## config.mk

```make
export PLATFORM = sky130hd
export DESIGN_NAME = wwdt_top
export DESIGN_NICKNAME = d
export VERILOG_FILES = /design/src/wwdt_pkg.sv /design/src/wwdt_tick_sel.sv /design/src/wwdt_top.sv
export SDC_FILE = /design/constraint.sdc
export NUM_CORES = 1
export LEC_CHECK = 0
export ABC_AREA = 1
export BUFFER_PORTS_ARGS = -buffer_cell sky130_fd_sc_hd__buf_4
export CAP_MARGIN = 20
export CORE_ASPECT_RATIO = 1.25
export CORE_UTILIZATION = 52
export CTS_BUF_LIST = sky130_fd_sc_hd__clkbuf_2
export CTS_CLUSTER_DIAMETER = 40
export CTS_CLUSTER_SIZE = 20
export DETAILED_ROUTE_END_ITERATION = 10
export GPL_ROUTABILITY_DRIVEN = 1
export PLACE_DENSITY = 0.75
export SLEW_MARGIN = 20
export SYNTH_ARGS = -nofsm -noshare
export SYNTH_HDL_FRONTEND = slang
export SYNTH_SLANG_ARGS = --single-unit
```

## constraint.sdc

```tcl
create_clock -name CORE_CLK_I -period 3.01 [get_ports CORE_CLK_I]
set_input_delay 0.602 -clock CORE_CLK_I [delete_from_list [all_inputs] [get_ports CORE_CLK_I]]
set_output_delay 0.602 -clock CORE_CLK_I [all_outputs]
set_load 0.05 [all_outputs]
```

## src/wwdt_pkg.sv

```systemverilog
// Purpose: shared constants and types of the windowed watchdog
// Assumes: one core clock, byte-wide register port
// Notes: offsets are register indices on the local port

package wwdt_pkg;

  // ****************************************
  // register map
  // ****************************************
  localparam logic [2:0] OFS_CTL0 = 3'h0;
  localparam logic [2:0] OFS_CTL1 = 3'h1;
  localparam logic [2:0] OFS_PSL = 3'h2;
  localparam logic [2:0] OFS_PSH = 3'h3;
  localparam logic [2:0] OFS_STAT = 3'h4;

  // ****************************************
  // reset values and special codes
  // ****************************************
  localparam logic [4:0] PER_RST = 5'h0B;
  localparam logic [4:0] PER_FREE = 5'h1F;
  localparam logic [4:0] PER_MAX = 5'h12;
  localparam logic [2:0] CS_RST = 3'h0;
  localparam logic [2:0] CS_FREE = 3'h7;
  localparam logic [2:0] WIN_OPEN = 3'h7;
  localparam logic [4:0] PER_BASE_EXP = 5'h05;
  localparam logic [4:0] WIN_STEP_EXP = 5'h02;
  localparam int MF_DIV_DEF = 16;

  // ****************************************
  // counter layout
  // ****************************************
  localparam int PS_W = 18;
  localparam int TOT_W = 23;

  // ****************************************
  // modes and clock sources
  // ****************************************
  typedef enum logic [1:0] {
    WWDT_OFF = 2'b00,
    WWDT_SW = 2'b01,
    WWDT_NOSLP = 2'b10,
    WWDT_ON = 2'b11
  } wwdt_mode_e;

  typedef enum logic [2:0] {
    WWDT_CS_LF = 3'b000,
    WWDT_CS_MF = 3'b001,
    WWDT_CS_SO = 3'b010
  } wwdt_csel_e;

  // configuration word fields, fixed while running
  typedef struct packed {
    wwdt_mode_e watchdog_mode_cfg;
    logic [4:0] period_cfg;
    logic [2:0] clock_select_cfg;
    logic [2:0] window_size_cfg;
  } wwdt_cfg_s;

endpackage : wwdt_pkg

```

## src/wwdt_tick_sel.sv

```systemverilog
// Purpose: pick the watchdog time base and emit one tick per period
// Assumes: oscillator ticks are one-cycle pulses on the core clock
// Notes: reserved selections give no tick at all

`timescale 1ns/1ps

module wwdt_tick_sel
  import wwdt_pkg::*;
#(
  parameter int MF_DIV = MF_DIV_DEF
) (
  // clock and control
  input wire logic clk_i,
  input wire logic rst_i,
  input wire logic ce_i,
  input wire logic [2:0] sel_i,
  // oscillator ticks
  input wire logic lf_tick_i,
  input wire logic mf_tick_i,
  input wire logic so_tick_i,
  // selected tick
  output logic tick_o
);

  localparam int DW = $clog2(MF_DIV);

  // ****************************************
  // parameter check
  // ****************************************
  if (MF_DIV < 2 || (1 << DW) != MF_DIV) begin : g_chk
    $error("MF_DIV must be a power of two of at least 2");
  end

  logic [DW-1:0] div_r;
  logic mf_div_tick;

  // mid oscillator prescale, wraps on its own
  always_ff @(posedge clk_i or posedge rst_i) begin
    if (rst_i) begin
      div_r <= '0;
    end else if (ce_i && mf_tick_i) begin
      div_r <= div_r + 1'b1;
    end
  end

  assign mf_div_tick = mf_tick_i && (div_r == '1);

  // source mux, registered to keep the counter path short
  always_ff @(posedge clk_i or posedge rst_i) begin
    if (rst_i) begin
      tick_o <= 1'b0;
    end else if (ce_i) begin
      unique case (sel_i)
        WWDT_CS_LF: begin
          tick_o <= lf_tick_i;
        end
        WWDT_CS_MF: begin
          tick_o <= mf_div_tick;
        end
        WWDT_CS_SO: begin
          tick_o <= so_tick_i;
        end
        default: begin
          tick_o <= 1'b0; // reserved codes stall
        end
      endcase
    end
  end

endmodule : wwdt_tick_sel

```

## src/wwdt_top.sv

```systemverilog
// Purpose: windowed watchdog with period, window and sleep handling
// Assumes: all inputs synchronous to CORE_CLK_I; config stable
// Notes: counter is 18-bit prescaler plus 5-bit counter

`timescale 1ns/1ps

module wwdt_top
  import wwdt_pkg::*;
(
  // clock, reset, enable
  input wire logic CORE_CLK_I,
  input wire logic RST_I,
  input wire logic CE_I,
  // register port
  input wire logic [2:0] ADDR_I,
  input wire logic [7:0] WDATA_I,
  input wire logic WR_I,
  input wire logic RD_I,
  output logic [7:0] RDATA_O,
  // configuration word
  input wire wwdt_cfg_s CFG_I,
  // time base ticks
  input wire logic LF_OSC_TICK_I,
  input wire logic MF_OSC_TICK_I,
  input wire logic SEC_OSC_TICK_I,
  // core events
  input wire logic SLEEP_I,
  input wire logic WATCHDOG_CLEAR_INSTR_I,
  input wire logic OSC_STARTUP_RUN_I,
  input wire logic OSC_FAIL_I,
  input wire logic FLAG_CLR_I,
  input wire logic VIOLATION_FLAG_SET_I,
  // watchdog results
  output logic WDT_RESET_O,
  output logic WDT_WAKE_O,
  output logic TIMEOUT_FLAG_O,
  output logic POWERDOWN_FLAG_O,
  output logic WATCHDOG_RESET_CAUSE_O,
  output logic WINDOW_VIOLATION_FLAG_N_O
);

  // ****************************************
  // helpers
  // ****************************************
  // reserved period codes fold onto the minimum
  function automatic logic [4:0] eff_ps(input logic [4:0] ps);
    eff_ps = (ps > PER_MAX) ? 5'h00 : ps;
  endfunction : eff_ps

  // last count before time-out: 2^(5+n) - 1
  function automatic logic [TOT_W-1:0] per_last(input logic [4:0] ps);
    per_last = ~({TOT_W{1'b1}} << (PER_BASE_EXP + eff_ps(ps)));
  endfunction : per_last

  // first count of the open window, eighths of the period
  function automatic logic [TOT_W-1:0] win_thr(input logic [4:0] ps, input logic [2:0] w);
    logic [TOT_W-1:0] k;
    k = {20'h00000, 3'h7 - w};
    win_thr = k << (WIN_STEP_EXP + eff_ps(ps));
  endfunction : win_thr

  // ****************************************
  // state
  // ****************************************
  logic [4:0] timeout_period_select_r;
  logic software_watchdog_on_r;
  logic [2:0] watchdog_clock_select_r;
  logic [2:0] window_sel_r;
  logic cfg_done_r;
  logic [TOT_W-1:0] cnt_r;
  logic armed_r;
  logic sleep_d_r;
  logic [7:0] rdata_nxt;
  logic tick, active, slp_entry, slp_exit, wr_ctl, windowed;
  logic win_open, clr_req, viol, clr_ok, term, hold, tmo;

  // ****************************************
  // time base
  // ****************************************
  // source selection
  // the system divider never reaches this path
  wwdt_tick_sel #(
    .MF_DIV(MF_DIV_DEF)
  ) u_tick (
    .clk_i(CORE_CLK_I),
    .rst_i(RST_I),
    .ce_i(CE_I),
    .sel_i(watchdog_clock_select_r),
    .lf_tick_i(LF_OSC_TICK_I),
    .mf_tick_i(MF_OSC_TICK_I),
    .so_tick_i(SEC_OSC_TICK_I),
    .tick_o(tick)
  );

  // ****************************************
  // decode of mode and events
  // ****************************************
  // mode table
  // software enable only in mode 01
  // modes 11 and 01 keep counting asleep
  always_comb begin
    unique case (CFG_I.watchdog_mode_cfg)
      WWDT_ON: active = 1'b1;
      WWDT_NOSLP: active = ~SLEEP_I;
      WWDT_SW: active = software_watchdog_on_r;
      WWDT_OFF: active = 1'b0;
    endcase
  end

  assign slp_entry = SLEEP_I & ~sleep_d_r;
  assign slp_exit = ~SLEEP_I & sleep_d_r;
  assign wr_ctl = WR_I & ((ADDR_I == OFS_CTL0) | (ADDR_I == OFS_CTL1));
  // code 111 leaves the window fully open
  assign windowed = window_sel_r != WIN_OPEN;
  assign win_open = cnt_r >= win_thr(timeout_period_select_r, window_sel_r);
  assign clr_req = WATCHDOG_CLEAR_INSTR_I & active & ~SLEEP_I;
  // closed window clear is a violation
  assign viol = clr_req & windowed & ~(armed_r & win_open);
  assign clr_ok = clr_req & ~viol;
  assign term = cnt_r == per_last(timeout_period_select_r);

  assign hold = ~active | OSC_STARTUP_RUN_I | slp_entry | slp_exit | OSC_FAIL_I | wr_ctl | clr_ok | viol;
  assign tmo = active & tick & term & ~hold;

  // ****************************************
  // counter
  // ****************************************
  // prescaler and counter as one chain, wrap on time-out
  always_ff @(posedge CORE_CLK_I or posedge RST_I) begin
    if (RST_I) begin
      cnt_r <= '0;
    end else if (CE_I) begin
      if (hold || tmo) begin
        cnt_r <= '0;
      end else if (tick) begin
        cnt_r <= cnt_r + 1'b1;
      end
    end
  end

  // sleep edge history
  always_ff @(posedge CORE_CLK_I or posedge RST_I) begin
    if (RST_I) begin
      sleep_d_r <= 1'b0;
    end else if (CE_I) begin
      sleep_d_r <= SLEEP_I;
    end
  end

  // arming read, set wins over the clear
  always_ff @(posedge CORE_CLK_I or posedge RST_I) begin
    if (RST_I) begin
      armed_r <= 1'b0;
    end else if (CE_I) begin
      if (RD_I && ADDR_I == OFS_CTL0) begin
        armed_r <= 1'b1;
      end else if (WATCHDOG_CLEAR_INSTR_I || hold) begin
        armed_r <= 1'b0;
      end
    end
  end

  // ****************************************
  // control registers
  // ****************************************
  // straps are caught on the first enabled edge after release,
  // never by the asynchronous reset itself
  always_ff @(posedge CORE_CLK_I or posedge RST_I) begin
    if (RST_I) begin
      cfg_done_r <= 1'b0;
      timeout_period_select_r <= PER_RST;
      software_watchdog_on_r <= 1'b0;
      watchdog_clock_select_r <= CS_RST;
      window_sel_r <= WIN_OPEN;
    end else if (CE_I) begin
      if (!cfg_done_r) begin
        cfg_done_r <= 1'b1;
        timeout_period_select_r <= (CFG_I.period_cfg == PER_FREE) ? PER_RST : CFG_I.period_cfg;
        watchdog_clock_select_r <= (CFG_I.clock_select_cfg == CS_FREE) ? CS_RST : CFG_I.clock_select_cfg;
        window_sel_r <= CFG_I.window_size_cfg;
      end else if (WR_I && ADDR_I == OFS_CTL0) begin
        software_watchdog_on_r <= WDATA_I[0];
        if (CFG_I.period_cfg == PER_FREE) begin
          timeout_period_select_r <= WDATA_I[5:1];
        end
      end else if (WR_I && ADDR_I == OFS_CTL1) begin
        if (CFG_I.clock_select_cfg == CS_FREE) begin
          watchdog_clock_select_r <= WDATA_I[6:4];
        end
        if (CFG_I.window_size_cfg == WIN_OPEN) begin
          window_sel_r <= WDATA_I[2:0];
        end
      end
    end
  end

  // ****************************************
  // read port
  // ****************************************
  // register bytes: control, prescaler and status
  always_comb begin
    unique case (ADDR_I)
      OFS_CTL0: rdata_nxt = {2'b00, timeout_period_select_r, software_watchdog_on_r};
      OFS_CTL1: rdata_nxt = {1'b0, watchdog_clock_select_r, 1'b0, window_sel_r};
      OFS_PSL: rdata_nxt = cnt_r[7:0];
      OFS_PSH: rdata_nxt = cnt_r[15:8];
      OFS_STAT: rdata_nxt = {1'b0, cnt_r[PS_W+3:PS_W], armed_r, cnt_r[PS_W-1:16]};
      default: rdata_nxt = 8'h00; // unmapped
    endcase
  end

  // data stands only in the cycle after the strobe
  always_ff @(posedge CORE_CLK_I or posedge RST_I) begin
    if (RST_I) begin
      RDATA_O <= 8'h00;
    end else if (CE_I) begin
      RDATA_O <= RD_I ? rdata_nxt : 8'h00;
    end
  end

  // ****************************************
  // events and flags
  // ****************************************
  // awake time-out or violation resets
  always_ff @(posedge CORE_CLK_I or posedge RST_I) begin
    if (RST_I) begin
      WDT_RESET_O <= 1'b0;
      WDT_WAKE_O <= 1'b0;
    end else if (CE_I) begin
      WDT_RESET_O <= (tmo & ~SLEEP_I) | viol;
      WDT_WAKE_O <= tmo & SLEEP_I;
    end
  end

  // status flags, event wins over clear
  always_ff @(posedge CORE_CLK_I or posedge RST_I) begin
    if (RST_I) begin
      TIMEOUT_FLAG_O <= 1'b0;
      POWERDOWN_FLAG_O <= 1'b0;
      WATCHDOG_RESET_CAUSE_O <= 1'b0;
    end else if (CE_I) begin
      TIMEOUT_FLAG_O <= tmo | (TIMEOUT_FLAG_O & ~FLAG_CLR_I);
      POWERDOWN_FLAG_O <= (tmo & SLEEP_I) | (POWERDOWN_FLAG_O & ~FLAG_CLR_I);
      WATCHDOG_RESET_CAUSE_O <= tmo | viol | (WATCHDOG_RESET_CAUSE_O & ~FLAG_CLR_I);
    end
  end

  always_ff @(posedge CORE_CLK_I or posedge RST_I) begin
    if (RST_I) begin
      WINDOW_VIOLATION_FLAG_N_O <= 1'b1;
    end else if (CE_I) begin
      if (viol) begin
        WINDOW_VIOLATION_FLAG_N_O <= 1'b0;
      end else if (VIOLATION_FLAG_SET_I) begin
        WINDOW_VIOLATION_FLAG_N_O <= 1'b1;
      end
    end
  end
endmodule : wwdt_top

```

# Word level (Yosys, flattened, before mapping)
# Cells that the tools add are included.
# W data, S select, Z words.
classes:
  n_shift: 2
  n_reduce_logical: 20
  n_bitwise: 38
  mux: 24
  add_sub_neg: 5
  eq_ne: 21
  n_lt_le_gt_ge: 2
ops:
  columns: ["op", "n"]
  rows:
  - ["$mux W23", 2]
  - ["$pmux W8 S5", 1]
  - ["$mux W3", 9]
  - ["$mux W5", 5]
  - ["$add A23 B1 Y23 const B", 1]
  - ["$eq A23 B23 Y1", 1]
  - ["$ge A23 B23 Y1", 1]
  - ["$not A23 Y23", 1]
  - ["$shl A23 B5 Y23 const A", 1]
  - ["$shl A3 B5 Y23", 1]
  - ["$and A1 B1 Y1", 17]
  - ["$or A1 B1 Y1", 13]
  - ["$ne A2 B1 Y1 const B", 5]
  - ["$eq A3 B2 Y1 const B", 3]
  - ["$eq A3 B3 Y1 const B", 3]
  - ["$mux W8", 1]
  - ["$reduce_and A4 Y1", 2]
  - ["$not A1 Y1", 7]
  - ["$eq A3 B1 Y1 const B", 2]
  - ["$logic_not A3 Y1", 2]
  - ["$reduce_and A2 Y1", 3]
  - ["$reduce_and A3 Y1", 2]
  - ["$reduce_bool A2 Y1", 3]
  - ["$add A2 B5 Y5 const A", 1]
  - ["16 further kinds", 25]
word_totals:
  out_inout_bits: 14
  regBits: 57
  in_bits: 38
  word_cells: 129

# Logic depth before layout (Yosys ltp)
depth:
  depth_word: 17
  mapped_depth: 24
  mapped_depth_nobuf: 24

# Hierarchy
# Synthesis repeated with hierarchy kept, for this count alone.
hier_totals:
  cells_unflattened: 777
  hier_area_um2: 5071.1
by_module_without_submodules:
  columns: ["module", "seq_area_each_um2", "n_inst", "cells_per_inst", "area_each_um2"]
  rows:
  - ["wwdt_top", 1310.0, 1, 746, 4812.1]
  - ["wwdt_tick_sel", 125.1, 1, 31, 259.0]

# Worst setup path before layout
# OpenSTA, ideal clock, no wires.
synth_timing:
  path_kind: "reg-to-reg"
  startpoint: "reg timeout_period_select_r[0]"
  endpoint: "reg WDT_RESET_O"
  setup_time_ns: 0.065
  path_stages_with_launch: 24
  n_path_buf: 0
  t_required_ns: 2.945
  path_slack_ns: -0.254
  period_less_slack_ns: 3.264
  arrival_time_ns: 3.199
  cell_sequence: "dfstp_2 -> nand2_1 -> nand2_1 -> nand2_2 -> nand2_1 -> inv_1 -> ha_1 -> xor2_1 -> inv_1 -> nor2_1 -> inv_1 -> o22ai_1 -> inv_1 -> ha_1 -> a21oi_1 -> o21a_1 -> o221ai_1 -> a21boi_0 -> o211ai_1 -> nand2_1 -> nand3_1 -> nand2_1 -> inv_1 -> nand2_1"
synth_between:
  elab_chain_len: 16
  elab_cells_between_ends: 21
  classes_between: "2 x add/sub; 2 x order compare; 1 x eq/ne; 2 x shift; 1 x mux; 13 x bitwise"
synth_rtl:
  columns: ["item", "line", "source"]
  rows:
  - ["from (decl)", "wwdt_top.sv:65", "logic [4:0] timeout_period_select_r;"]
  - ["from (signal assigned)", "wwdt_top.sv:178", "timeout_period_select_r <= (CFG_I.period_cfg == PER_FREE) ? PER_RST : CFG_I.period_cfg;"]
  - ["from (signal assigned)", "wwdt_top.sv:184", "timeout_period_select_r <= WDATA_I[5:1];"]
  - ["$gt A5 B5 Y1", "wwdt_top.sv:47", "eff_ps = (ps > PER_MAX) ? 5'h00 : ps;"]
  - ["$mux W5 *", "wwdt_top.sv:47", null]
  - ["$add A2 B5 Y5", "wwdt_top.sv:59", "win_thr = k << (WIN_STEP_EXP + eff_ps(ps));"]
  - ["$shl A3 B5 Y23", "wwdt_top.sv:59", null]
  - ["$ge A23 B23 Y1", "wwdt_top.sv:115", "assign win_open = cnt_r >= win_thr(timeout_period_select_r, window_sel_r);"]
  - ["$and A1 B1 Y1", "wwdt_top.sv:118", "assign viol = clr_req & windowed & ~(armed_r & win_open);"]
  - ["$not A1 Y1", "wwdt_top.sv:118", null]
  - ["$and A1 B1 Y1", "wwdt_top.sv:118", null]
  - ["$not A1 Y1", "wwdt_top.sv:119", "assign clr_ok = clr_req & ~viol;"]
  - ["$and A1 B1 Y1", "wwdt_top.sv:119", null]
  - ["$or A1 B1 Y1 (2 in a row)", "wwdt_top.sv:122", "assign hold = ~active | OSC_STARTUP_RUN_I | slp_entry | slp_exit | OSC_FAIL_I | wr_ctl | clr_ok | viol;"]
  - ["$not A1 Y1", "wwdt_top.sv:123", "assign tmo = active & tick & term & ~hold;"]
  - ["$and A1 B1 Y1", "wwdt_top.sv:123", null]
  - ["$and A1 B1 Y1", "wwdt_top.sv:230", "WDT_RESET_O <= (tmo & ~SLEEP_I) | viol;"]
  - ["$or A1 B1 Y1 *", "wwdt_top.sv:230", null]
  - ["to (signal assigned)", "wwdt_top.sv:230", null]
  - ["to (decl)", "wwdt_top.sv:34", "output logic WDT_RESET_O,"]
# Every way passes the cells marked *; elsewhere a longest branch is shown, timed or not.
# A chain may end at the register's enable or synchronous reset.

# Worst setup path after layout
layout_timing:
  startpoint: "reg timeout_period_select_r[1]"
  endpoint: "reg WDT_RESET_O"
# Same word-level chain as after synthesis.

==> run_results.csv <==
group,metric,value,unit
outcome,status,"finished with violations",
outcome,failed_checks,"negative setup slack",
place,dp_cells,1013,
cells_and_area,final_nets,979,
synthesis,synth.ff_latch_count,57,
floorplanning,design.die.area,10200,um^2
pwr,power_switching_share,0.354,
global_routing,grt-ovfl-total,0,
critical_path,critical_path_peak_fanout,7,
min_path,hold_class,"in -> async",
timing,max_clock_skew,0.0415,ns
clock_tree,clock-root-buffer,"clkbuf_2",
pwr,cellLeakagePower,3.39,nW
pwr,pwr-share-clk,0.276,
critical_path,timing.critical_path.slowest_stage_cell,"dfstp_2",
synthesis,synth_top_area_frac,0.245,
synthesis,postSynthAreaPerCell,6.37,um^2
synthesis,ys.warnings.count,0,
pwr,worst_ir_drop_vdd,0.000432,V
timing,final_critical_period,3.41,ns
floorplanning,initial_util,0.535,
synthesis,synth_top_flop_cell,"dfrtp_1",
route,routed_wl,18.4,mm
critical_path,setup.worst_path.end_class,"flip-flop",
timing,hold_viol,0,
place,detailedPlacementHpwl,13.6,mm
pwr,seq_power_share,0.428,
route,drtAntennaViolNets,0,
route,via_count,6050,
global_routing,largest_net_degree_at_the_start_of_global_routing,40,
global_routing,antenna_found_initial,0,
timing,rsz0062_at_grt,"true",
floorplanning,die_height,113,um
timing,setup_tns,-4.11,ns
critical_path,cp_common_cell,"nand2_1",
timing,fin_crit_sh,1.13,
synthesis,syn-instance-count,802,
clock_tree,cts.hold.buffers_added,0,
synthesis,synth.cell_area,5110,um^2
clock_tree,tritoncts,"yes",
clock_tree,cts-root-to-sink-buffers,2,
place,io_buffers,50,
clock_tree,insertion_delay,0.54,ns
cells_and_area,final_core_utilization,0.706,
cells_and_area,syn2layout_area_growth,32.1,%
synthesis,synth.top_cells.by_area,"dfrtp_1, nand2_1, inv_1",
pwr,power.density_cell_area,308,nW/um^2
place,gp_congestion,1.02,
pwr,cell_internal_pwr,1.34,mW
timing,max-slew-margin-rel,0.464,
timing,achievable_frequency,294,MHz
pwr,combinationalPowerShare,0.295,
timing,timing.final.ws_setup,-0.395,ns
synthesis,synth.net_count,870,
critical_path,path_buf_inv,3,
synthesis,async_reset_ff_frac,1.00,
floorplanning,boundaryPins,52,
cells_and_area,final_cells,1041,
critical_path,crit_path_start_kind,"flip-flop",
floorplanning,core_area,9560,um^2
floorplanning,die_w,90.7,um
cells_and_area,nFillCells,813,
route,route.detailed.wl_per_inst,17.7,um
pwr,power_switching,735,uW
timing,slew_violations,0,
clock_tree,ctsHtreeMaxLevel,3,
critical_path,arrival,3.89,ns
cells_and_area,drive_above_1_share,0.263,
global_routing,via_count_of_the_first_global_routing_pass,5757,
critical_path,critPathKind,"reg -> reg",
critical_path,path_delay_family,"simple AND/OR/NAND/NOR gates",
cells_and_area,mostFrequentLayoutCell,"nand2_1",
cells_and_area,layout.area.seq,1440,um^2
global_routing,groute.usage.overall,0.360,
clock_tree,tritoncts.num_buffers,9,
synthesis,synth.yosys.seq_area_share,0.281,
route,initialDrtViolationCount,424,
route,remaining_drc_errors,0,
cells_and_area,antennaDiodeCount,0,
timing,setup_violations,29,
critical_path,critical_path.max_stage_delay,0.57,ns
route,drt-pass1-iter-count,6,
route,routed_via_density,5.81,
run,drv_cap,0,
timing,worst_slew_pin_slew,0.803,ns
critical_path,crit_chain,"nand2_2 -> nand2_2 -> nand2_4 -> nand2_2 -> inv_4 -> ha_4 -> clkinvlp_4 -> nor2_4 -> nand2_1 -> ha_1 -> a21oi_1 -> o21a_1 -> o221ai_2 -> a21boi_2 -> o211ai_1 -> nand2_1 -> nand3_2 -> nand2_1 -> inv_1 -> nand2_1",
synthesis,synth_cell_types,39,
clock_tree,clock_sink_count,57,
synthesis,synth_enable_flop_cells,0,
cells_and_area,multi_input_comb_area,3610,um^2
global_routing,grt_pass1_wl,28.5,mm
critical_path,worstPathRequired,3.50,ns
cells_and_area,most-common-layout-cells,"nand2_1, buf_4, inv_1",
floorplanning,std_cell_rows,40,
synthesis,synth_area_leader_cell,"dfrtp_1",
clock_tree,clkTransAtPathRegs,0.17,ns
==> per-layer routing <==
metal,track usage,vias to the layer above,wire [um],part of all wire
li1,-,2872,-,-
met1,0.413,2829,7020,0.38
met2,0.620,273,9060,0.49
met3,0.0645,76,1200,0.065
met4,0.228,0,1110,0.060
met5,0,-,0,0
==> worst paths after layout <==
path / startpoint / end / slack, ns / cells past startpoint
max: timeout_period_select_r[1] / WDT_RESET_O / -0.40 / 20
min: RST_I / u_tick.div_r[0] / 0.19 / 2
max reg2reg: timeout_period_select_r[1] / WDT_RESET_O / -0.40 / 20
min reg2reg: u_tick.div_r[3] / u_tick.div_r[3] / 0.49 / 1
max in group asynchronous: RST_I / cnt_r[0] / 2.08 / 3
min in group CORE_CLK_I: CFG_I[1] / window_sel_r[1] / 0.29 / 3
==> metrics by stage <==
step / hold slack [ns] / area [um^2] / power, mW / setup slack (ns)
after floorplan: 0.442 / 5150 / 1.22 / -0.0394
after global placement: 0.457 / 6010 / 1.41 / -0.266
after detailed placement: 0.470 / 6010 / 1.43 / -0.352
after CTS: 0.217 / 6430 / 2.02 / -0.197
after global routing: 0.255 / 6750 / 2.18 / -0.545
final: 0.191 / 6750 / 2.08 / -0.395
==> logic make-up (layout without fill, tap and decap cells) <==
family,after synthesis,after routing,share of synthesized area
compound gates,92,92,0.108
xor+xnor,22,22,0.0377
fa+ha+maj,30,30,0.0735
buf+inv,135,248,0.106
flops,57,57,0.281
simple gates,466,466,0.394
==> synthesized netlist by cell type (3+ instances only) <==
library cell / number
nand2_1: 263
nor2_1: 69
nor4_1: 12
inv_1: 112
o21ai_0: 32
a31oi_1: 9
xor2_1: 20
a221oi_1: 3
a211oi_1: 5
nor3_1: 10
nand4_1: 44
dfrtp_1: 50
o22ai_1: 15
nand2_2: 4
buf_6: 3
clkbuf_1: 10
dfstp_2: 7
a21oi_1: 15
buf_2: 9
ha_1: 30
nand3_1: 56
==> power by group through the flow <==
stage          Clock (mW)  Sequential, mW  Combinational [mW]
2_1_floorplan           0           0.905               0.319
3_3_place_gp            0           0.894               0.517
3_5_place_dp            0           0.899               0.532
4_1_cts             0.577           0.885               0.560
5_1_grt             0.606           0.896               0.675
6_report            0.574           0.889               0.613
==> layout make-up <==
type | instances | area share
well taps | 126 | 0.0234
flip-flops and latches | 57 | 0.213
repair buffers | 120 | 0.145
clock buffers | 9 | 0.00667
clock inverters | 6 | 0.0124
inverters | 113 | 0.0645
multi-input cells | 610 | 0.535
==> sequential cells by signal, indices dropped and copies added (netlist names) <==
name,cells
WINDOW_VIOLATION_FLAG_N_O,1
watchdog_clock_select_r,3
cnt_r,23
cfg_done_r,1
timeout_period_select_r,5
WDT_WAKE_O,1
window_sel_r,3
u_tick.div_r,4
u_tick.tick_o,1
sleep_d_r,1
WDT_RESET_O,1
armed_r,1
software_watchdog_on_r,1
TIMEOUT_FLAG_O,1
RDATA_O,8
WATCHDOG_RESET_CAUSE_O,1
POWERDOWN_FLAG_O,1
==> timing repair <==
item                                    CTS  global route
buffers inserted                          7             4
gates resized for setup                  45            73
endpoints found under the setup margin   29            29
pin swaps                                17            34
endpoints found under the hold margin     0             0
cloned                                    2             0
(Power assumes the default switching activity.)
